--- config.mk ---
export PLATFORM = sky130hd
export DESIGN_NAME = anxp_regs
export DESIGN_NICKNAME = d
export VERILOG_FILES = /design/src/shared/anxp_pkg.sv /design/src/hw/anxp_regs.sv /design/src/hw/anxp_sticky.sv /design/src/hw/anxp_toggle.sv
export SDC_FILE = /design/constraint.sdc
export NUM_CORES = 1
export LEC_CHECK = 0
export ABC_CLOCK_PERIOD_IN_PS = 900
export BUFFER_PORTS_ARGS = -buffer_cell sky130_fd_sc_hd__buf_2
export CAP_MARGIN = 10
export CORE_MARGIN = 4
export CORE_UTILIZATION = 28
export DETAILED_ROUTE_END_ITERATION = 12
export GPL_ROUTABILITY_DRIVEN = 0
export MAX_ROUTING_LAYER = met4
export PLACE_DENSITY = 0.59
export SETUP_SLACK_MARGIN = 0.05
export SYNTH_ARGS = -nofsm -noshare
export SYNTH_HDL_FRONTEND = slang
export SYNTH_HIERARCHICAL = 1
export SYNTH_SLANG_ARGS = --single-unit
--- constraint.sdc ---
create_clock -name CLK -period 0.9 [get_ports CLK]
set_clock_uncertainty 0.2 [all_clocks]
set_input_delay 0.09 -clock CLK [delete_from_list [all_inputs] [get_ports CLK]]
set_output_delay 0.09 -clock CLK [all_outputs]
set_load 0.005 [all_outputs]
--- src/shared/anxp_pkg.sv ---
// Package: offsets, field layout, reset values and carrier types of the extra-page register bank
package anxp_pkg;

  // ==========================================================================
  // Register offsets
  localparam int ANXP_ADDR_W = 5;
  localparam logic [4:0] ANXP_OFF_EXPANSION = 5'h06;
  localparam logic [4:0] ANXP_OFF_EXTRA_PAGE = 5'h07;
  localparam logic [4:0] ANXP_OFF_IRQ_STATUS = 5'h08;
  localparam logic [4:0] ANXP_OFF_IRQ_MASK = 5'h09;

  // ==========================================================================
  // Expansion status field positions
  localparam int ANXP_EXP_FAULT_BIT = 4;
  localparam int ANXP_EXP_PARTNER_NP_BIT = 3;
  localparam int ANXP_EXP_LOCAL_NP_BIT = 2;
  localparam int ANXP_EXP_PAGE_BIT = 1;
  localparam int ANXP_EXP_PARTNER_AN_BIT = 0;

  // ==========================================================================
  // Extra-page transmit field positions
  localparam int ANXP_TX_MORE_BIT = 15;
  localparam int ANXP_TX_ACK_BIT = 14;
  localparam int ANXP_TX_MSG_BIT = 13;
  localparam int ANXP_TX_COMPLY_BIT = 12;
  localparam int ANXP_TX_TOGGLE_BIT = 11;
  localparam int ANXP_TX_CODE_W = 11;

  // ==========================================================================
  // Event bit positions, shared by latches, interrupt status and mask
  localparam int ANXP_EV_FAULT = 0;
  localparam int ANXP_EV_PAGE = 1;
  localparam int ANXP_EV_W = 2;

  // ==========================================================================
  // Reset values
  localparam logic [15:0] ANXP_RST_EXTRA_PAGE = 16'h0000;
  localparam logic [1:0] ANXP_RST_IRQ_MASK = 2'h0;
  localparam logic ANXP_LOCAL_NP_ABLE = 1'h1;

  // ==========================================================================
  // Link status levels from the autonegotiation engine
  typedef struct packed {
    logic partner_extra_page_support;
    logic partner_autoneg_capable;
    logic lcw_ack;
    logic base_bit11;
  } anxp_link_status_type;

  // Register bus request
  typedef struct packed {
    logic [4:0] addr;
    logic [15:0] wdata;
    logic wr;
    logic rd;
  } anxp_bus_req_type;

endpackage : anxp_pkg

--- src/hw/anxp_regs.sv ---
// Autonegotiation expansion status and extra-page transmit registers
`timescale 1ns/1ns
`default_nettype none

// Contract
// - Set fault when several technologies see link
// - Fault stays set until status read
// - Report partner extra-page support read-only
// - Local extra-page capability always reads one
// - Set page flag when extra page arrives
// - Report partner autonegotiation capability read-only
// - More-pages bit: zero last, one more
// - Acknowledge bit read-only, from link word
// - Selector: zero unformatted, one message page
// - Comply bit: one complies, zero cannot
// - Toggle opposes previous exchanged toggle value
// - First page toggle inverts base bit 11
module anxp_regs
  import anxp_pkg::*;
#(
  parameter int N_TECH = 3
) (
  input wire logic CLK,
  input wire logic RST_N,
  input wire logic [4:0] ADDR,
  input wire logic [15:0] WDATA,
  input wire logic WR,
  input wire logic RD,
  output logic [15:0] RDATA,
  output logic IRQ,
  input wire logic PD_ACTIVE,
  input wire logic [N_TECH-1:0] TECH_LINK_OK,
  input wire logic PAGE_RX,
  input wire logic NP_START,
  input wire logic PAGE_DONE,
  input wire anxp_link_status_type LINK_STATUS,
  output logic [15:0] TX_PAGE
);

  // ==========================================================================
  // Types and helpers
  typedef struct packed {
    logic [15:0] rdata;
    logic irq;
    logic more_pages;
    logic message_page;
    logic comply_flag;
    logic [10:0] message_code_field;
    logic [1:0] irq_mask;
    logic [15:0] tx_page;
  } anxp_regs_state_type;

  // Address match for one register offset
  function automatic logic reg_hit(input logic [4:0] a, input logic [4:0] off);
    reg_hit = (a == off);
  endfunction

  // True when two or more bits of the vector are set
  function automatic logic multi_hot(input logic [N_TECH-1:0] v);
    int cnt;
    cnt = 0;
    for (int i = 0; i < N_TECH; i++) begin
      cnt = cnt + int'(v[i]);
    end
    multi_hot = (cnt > 1);
  endfunction

  anxp_bus_req_type req;
  anxp_regs_state_type state;
  anxp_regs_state_type next_state;

  logic [ANXP_EV_W-1:0] latch_set;
  logic [ANXP_EV_W-1:0] latch_clr;
  logic [ANXP_EV_W-1:0] latch_q;
  logic [ANXP_EV_W-1:0] irq_clr;
  logic [ANXP_EV_W-1:0] irq_q;
  logic toggle;
  logic fault_now;
  logic exp_read;
  logic [15:0] exp_word;
  logic [15:0] tx_word;

  assign req = '{addr: ADDR, wdata: WDATA, wr: WR, rd: RD};

  // ==========================================================================
  // Event detection
  always_comb begin
    fault_now = PD_ACTIVE && multi_hot(TECH_LINK_OK);
    latch_set = '0;
    latch_set[ANXP_EV_FAULT] = fault_now;
    latch_set[ANXP_EV_PAGE] = PAGE_RX;
  end

  // ==========================================================================
  // Latching status bits, cleared by reading the expansion register
  always_comb begin
    exp_read = req.rd && reg_hit(req.addr, ANXP_OFF_EXPANSION);
    latch_clr = {ANXP_EV_W{exp_read}};
  end

  anxp_sticky #(
    .W(ANXP_EV_W)
  ) u_latch (
    .clk(CLK),
    .rst_n(RST_N),
    .set(latch_set),
    .clr(latch_clr),
    .q(latch_q)
  );

  // ==========================================================================
  // Interrupt status, write one to clear
  always_comb begin
    irq_clr = '0;
    if (req.wr && reg_hit(req.addr, ANXP_OFF_IRQ_STATUS)) begin
      irq_clr = req.wdata[ANXP_EV_W-1:0];
    end
  end

  anxp_sticky #(
    .W(ANXP_EV_W)
  ) u_irq (
    .clk(CLK),
    .rst_n(RST_N),
    .set(latch_set),
    .clr(irq_clr),
    .q(irq_q)
  );

  // ==========================================================================
  // Toggle tracking for outgoing pages
  anxp_toggle u_toggle (
    .clk(CLK),
    .rst_n(RST_N),
    .start(NP_START),
    .base_bit11(LINK_STATUS.base_bit11),
    .page_done(PAGE_DONE),
    .toggle(toggle)
  );

  // ==========================================================================
  // Read views of the two documented registers
  always_comb begin
    exp_word = 16'h0000;
    exp_word[ANXP_EXP_FAULT_BIT] = latch_q[ANXP_EV_FAULT];
    exp_word[ANXP_EXP_PARTNER_NP_BIT] = LINK_STATUS.partner_extra_page_support;
    exp_word[ANXP_EXP_LOCAL_NP_BIT] = ANXP_LOCAL_NP_ABLE;
    exp_word[ANXP_EXP_PAGE_BIT] = latch_q[ANXP_EV_PAGE];
    exp_word[ANXP_EXP_PARTNER_AN_BIT] = LINK_STATUS.partner_autoneg_capable;
  end

  always_comb begin
    tx_word = 16'h0000;
    tx_word[ANXP_TX_MORE_BIT] = state.more_pages;
    tx_word[ANXP_TX_ACK_BIT] = LINK_STATUS.lcw_ack;
    tx_word[ANXP_TX_MSG_BIT] = state.message_page;
    tx_word[ANXP_TX_COMPLY_BIT] = state.comply_flag;
    tx_word[ANXP_TX_TOGGLE_BIT] = toggle;
    tx_word[ANXP_TX_CODE_W-1:0] = state.message_code_field;
  end

  // ==========================================================================
  // Next state: register writes, read data, interrupt and outgoing word
  always_comb begin
    next_state = state;
    next_state.rdata = 16'h0000;

    if (req.wr && reg_hit(req.addr, ANXP_OFF_EXTRA_PAGE)) begin
      next_state.more_pages = req.wdata[ANXP_TX_MORE_BIT];
      next_state.message_page = req.wdata[ANXP_TX_MSG_BIT];
      next_state.comply_flag = req.wdata[ANXP_TX_COMPLY_BIT];
      next_state.message_code_field = req.wdata[ANXP_TX_CODE_W-1:0];
    end

    if (req.wr && reg_hit(req.addr, ANXP_OFF_IRQ_MASK)) begin
      next_state.irq_mask = req.wdata[ANXP_EV_W-1:0];
    end

    if (req.rd) begin
      unique case (1'h1)
        reg_hit(req.addr, ANXP_OFF_EXPANSION): begin
          next_state.rdata = exp_word;
        end
        reg_hit(req.addr, ANXP_OFF_EXTRA_PAGE): begin
          next_state.rdata = tx_word;
        end
        reg_hit(req.addr, ANXP_OFF_IRQ_STATUS): begin
          next_state.rdata = {14'h0, irq_q};
        end
        reg_hit(req.addr, ANXP_OFF_IRQ_MASK): begin
          next_state.rdata = {14'h0, state.irq_mask};
        end
        default: begin
          next_state.rdata = 16'h0000;
        end
      endcase
    end

    next_state.irq = |(irq_q & state.irq_mask);
    next_state.tx_page = tx_word;
  end

  // ==========================================================================
  // State register
  always_ff @(posedge CLK or negedge RST_N) begin
    if (!RST_N) begin
      state.rdata <= 16'h0000;
      state.irq <= 1'h0;
      state.more_pages <= ANXP_RST_EXTRA_PAGE[ANXP_TX_MORE_BIT];
      state.message_page <= ANXP_RST_EXTRA_PAGE[ANXP_TX_MSG_BIT];
      state.comply_flag <= ANXP_RST_EXTRA_PAGE[ANXP_TX_COMPLY_BIT];
      state.message_code_field <= ANXP_RST_EXTRA_PAGE[ANXP_TX_CODE_W-1:0];
      state.irq_mask <= ANXP_RST_IRQ_MASK;
      state.tx_page <= 16'h0000;
    end else begin
      state <= next_state;
    end
  end

  // ==========================================================================
  // Outputs, all from flip-flops
  assign RDATA = state.rdata;
  assign IRQ = state.irq;
  assign TX_PAGE = state.tx_page;

endmodule // anxp_regs

`default_nettype wire

--- src/hw/anxp_sticky.sv ---
// Sticky flag vector where a set in the same cycle as a clear wins
`timescale 1ns/1ns
`default_nettype none

module anxp_sticky #(
  parameter int W = 2
) (
  input wire logic clk,
  input wire logic rst_n,
  input wire logic [W-1:0] set,
  input wire logic [W-1:0] clr,
  output logic [W-1:0] q
);

  logic [W-1:0] next_q;

  // ==========================================================================
  // Next state: clear first, then set, so a set is never lost
  always_comb begin
    next_q = (q & ~clr) | set;
  end

  always_ff @(posedge clk or negedge rst_n) begin
    if (!rst_n) begin
      q <= '0;
    end else begin
      q <= next_q;
    end
  end

endmodule // anxp_sticky

`default_nettype wire

--- src/hw/anxp_toggle.sv ---
// Toggle bit tracker for outgoing extra pages
`timescale 1ns/1ns
`default_nettype none

module anxp_toggle (
  input wire logic clk,
  input wire logic rst_n,
  input wire logic start,
  input wire logic base_bit11,
  input wire logic page_done,
  output logic toggle
);

  typedef struct packed {
    logic toggle;
  } anxp_toggle_state_type;

  anxp_toggle_state_type state;
  anxp_toggle_state_type next_state;

  // ==========================================================================
  // Next state
  always_comb begin
    next_state = state;
    if (start) begin
      next_state.toggle = ~base_bit11;
    end else if (page_done) begin
      next_state.toggle = ~state.toggle;
    end
  end

  always_ff @(posedge clk or negedge rst_n) begin
    if (!rst_n) begin
      state <= '0;
    end else begin
      state <= next_state;
    end
  end

  assign toggle = state.toggle;

endmodule // anxp_toggle

`default_nettype wire

==> metrics.txt <==
remaining global-route overflow 0; Final Cycle Share 150%; Hold WC Path Type input pin to flop; DP Area around 2600 um^2; total power 0.00516 W; Clock Tree Root clkbuf_8; status finished with violations; core area 7690 um^2; Clk Latency, worst-skew pair 300 ps; Mapped Nets 197; TritonCTS Sinks 54; DIE AREA 9360 um^2; Seq/Total Area, Yosys 61.3%; Die Width 96.8 um; htree depth 2; Worst path max stage delay 410 ps; EDFF count, synth 0; largest net degree at the start of global routing 55; Hold Slack -261 ps; Mean Syn Cell Area between 10 and 15 um^2; Critical Path End Type flop; synthesis-stage register bit count 54; Layout Nets 260; Max-slew headroom slightly above 80%; antenna violations before repair 0; most common cell after layout, fill and taps aside buf_2; Yosys top cell by area dfrtp_1; Synth top area share 61.3%; cell area after layout around 2800 um^2; Crit Path Max Fanout 6; overall fraction of global-route tracks in use 9.96%; failing checks negative hold slack, negative setup slack; clock buffer depth 2; vias in the first global route between 1000 and 1500; Crit path depth 6; Starting Density 28.7%; Reg clk slew, reported paths 90 ps; Final Non-Filler Cells 326; Synth area leaders dfrtp_1 61%, buf_4 11%, mux2_4 6.8%, and2_1 3.4%, mux2_2 3.1%; Setup crit start kind input pin; initial DRC count 41; Arrival @ worst endpoint 1330 ps; CTS tree done; Fin Setup TNS -19960 ps; maximum vdd drop ~0.65 mV; Critical Path Start ADDR[4]; CTS Buf Count 5; WL per Instance roughly 13 um; min cycle time layout 1350 ps; Async SR Flop Fraction between 90% and 100%; fmax between 0.7 and 0.8 GHz; via count between 1000 and 1500; FP Rows 32; Synthesis Warnings 6; crit-path leading delay family simple AND/OR/NAND/NOR gates; PD cells 1820 nW/um^2; Final setup violation count 71; commonest cells after routing, fill and taps aside 64 x buf_2, 54 x dfrtp_1, 15 x buf_4; drt drc 0; P_leak 1.44 nW; Reg2Reg Depth 2; Worst R2R Start u_irq/q[1]$_DFF_PN0_; filler instances 800; dpl cells approximately 310; # diodes 0; CP required 880 ps; hold wc startpoint ADDR[4]; port bufs between 60 and 70; Gate Count Post-Synth 160; WHS Path Cells 2; share of post-route cells with drive strength above 1 between 50% and 60%; RSZ-0062 raised after global routing true; Die H roughly 97 um; Worst Setup Path Type input pin to flop; CP Cell Sequence buf_8 -> or3b_4 -> nor2_4 -> and2_4 -> buf_12 -> mux2_4; Final Hold Fails 24; I/O pin count 69; first-pass GRT wire length 7130 um; Distinct cells, synth 28; slowest CP cell or3b_4; buffers and inverters on the worst path 2; hold_buf cts 3; Multi-input gate area roughly 640 um^2; max-cap check violation count 0; FF+latch area 1350 um^2; Detail Route Antenna Nets 0; via/cell ratio 3.99; DRT Pass-1 Iters 4; Synth Flop Type dfrtp_1; Post-Route WL 4290 um; mapped cell area 2210 um^2; Final WS setup -450 ps; Layout area overhead 28.6%; max-slew violations 0; worst-margin pin slew approximately 290 ps
-- logic make-up after synthesis --
logic type,synth area share (%)
xor+xnor,0.397
compound gates,4.94
simple gates,8.40
mux,10.8
buf+inv,13.7
flops,61.3
fa+ha+maj,0.567
-- cell type report --
type	instances	share of cell area (%)
flip-flops and latches	54	47.6
multi-input cells	66	22.4
clock buffers	5	2.43
repair buffers	91	21.0
well taps	102	4.50
inverters	5	0.662
clock inverters	3	1.41
-- cell usage after synthesis (all sizes together) (2+ instances only) --
master  count
buf        35
dfrtp      54
nand2       3
nor2        5
and3        2
and2       12
a21oi       3
inv         5
a22oi       4
a21o        5
mux2       16
or3b        2
mux2i       2
a22o        2
-- stage by stage --
stage	setup WS (ps)	util, %
floorplan	-699	-
global placement	-814	33.7
detailed placement	-846	33.7
CTS	-431	36.7
global route	-470	36.9
finish	-450	36.9
-- report_power, final --
group / total, W / switching, W / internal (W)
combinational: 0.000715 / 0.000260 / 0.000455
sequential: 0.00288 / 0.000161 / 0.00272
clock: 0.00156 / 0.000745 / 0.000819
-- state kept, by name, indices dropped and copies added, names as in the netlist --
| signal | cells |
|---|---|
| TX_PAGE | 16 |
| u_irq/q | 2 |
| IRQ | 1 |
| state | 2 |
| RDATA | 16 |
| next_state | 14 |
| u_latch/q | 2 |
| u_toggle/toggle | 1 |
-- worst paths after layout --
check	end	slack, ps
max	next_state[10]$_DFFE_PN0P_	-450
min	RDATA[3]$_DFF_PN0_	-260
max reg2reg	RDATA[1]$_DFF_PN0_	-150
min reg2reg	TX_PAGE[9]$_DFF_PN0_	210
max in group asynchronous	RDATA[6]$_DFF_PN0_	150
min in group asynchronous	RDATA[13]$_DFF_PN0_	110
-- timing repair --
action                                 in CTS  in global routing
resized for setup                          14                  4
setup buffers                               4                  2
pin swaps                                   7                  5
gates cloned                                0                  0
setup endpoints to repair                  71                 73
endpoints found under the hold margin      80                 23
-- routing by layer --
| metal | vias to the layer above | share of wire (%) | track usage [%] |
|---|---|---|---|
| met5 | - | 0 | - |
| met4 | 0 | 0.33 | 2.59 |
| met3 | 4 | 5.0 | 3.10 |
| met2 | 48 | 51 | 15.4 |
| met1 | 627 | 44 | 12.7 |
| li1 | 621 | - | - |
Note: power is estimated with default switching activity, not from simulation.
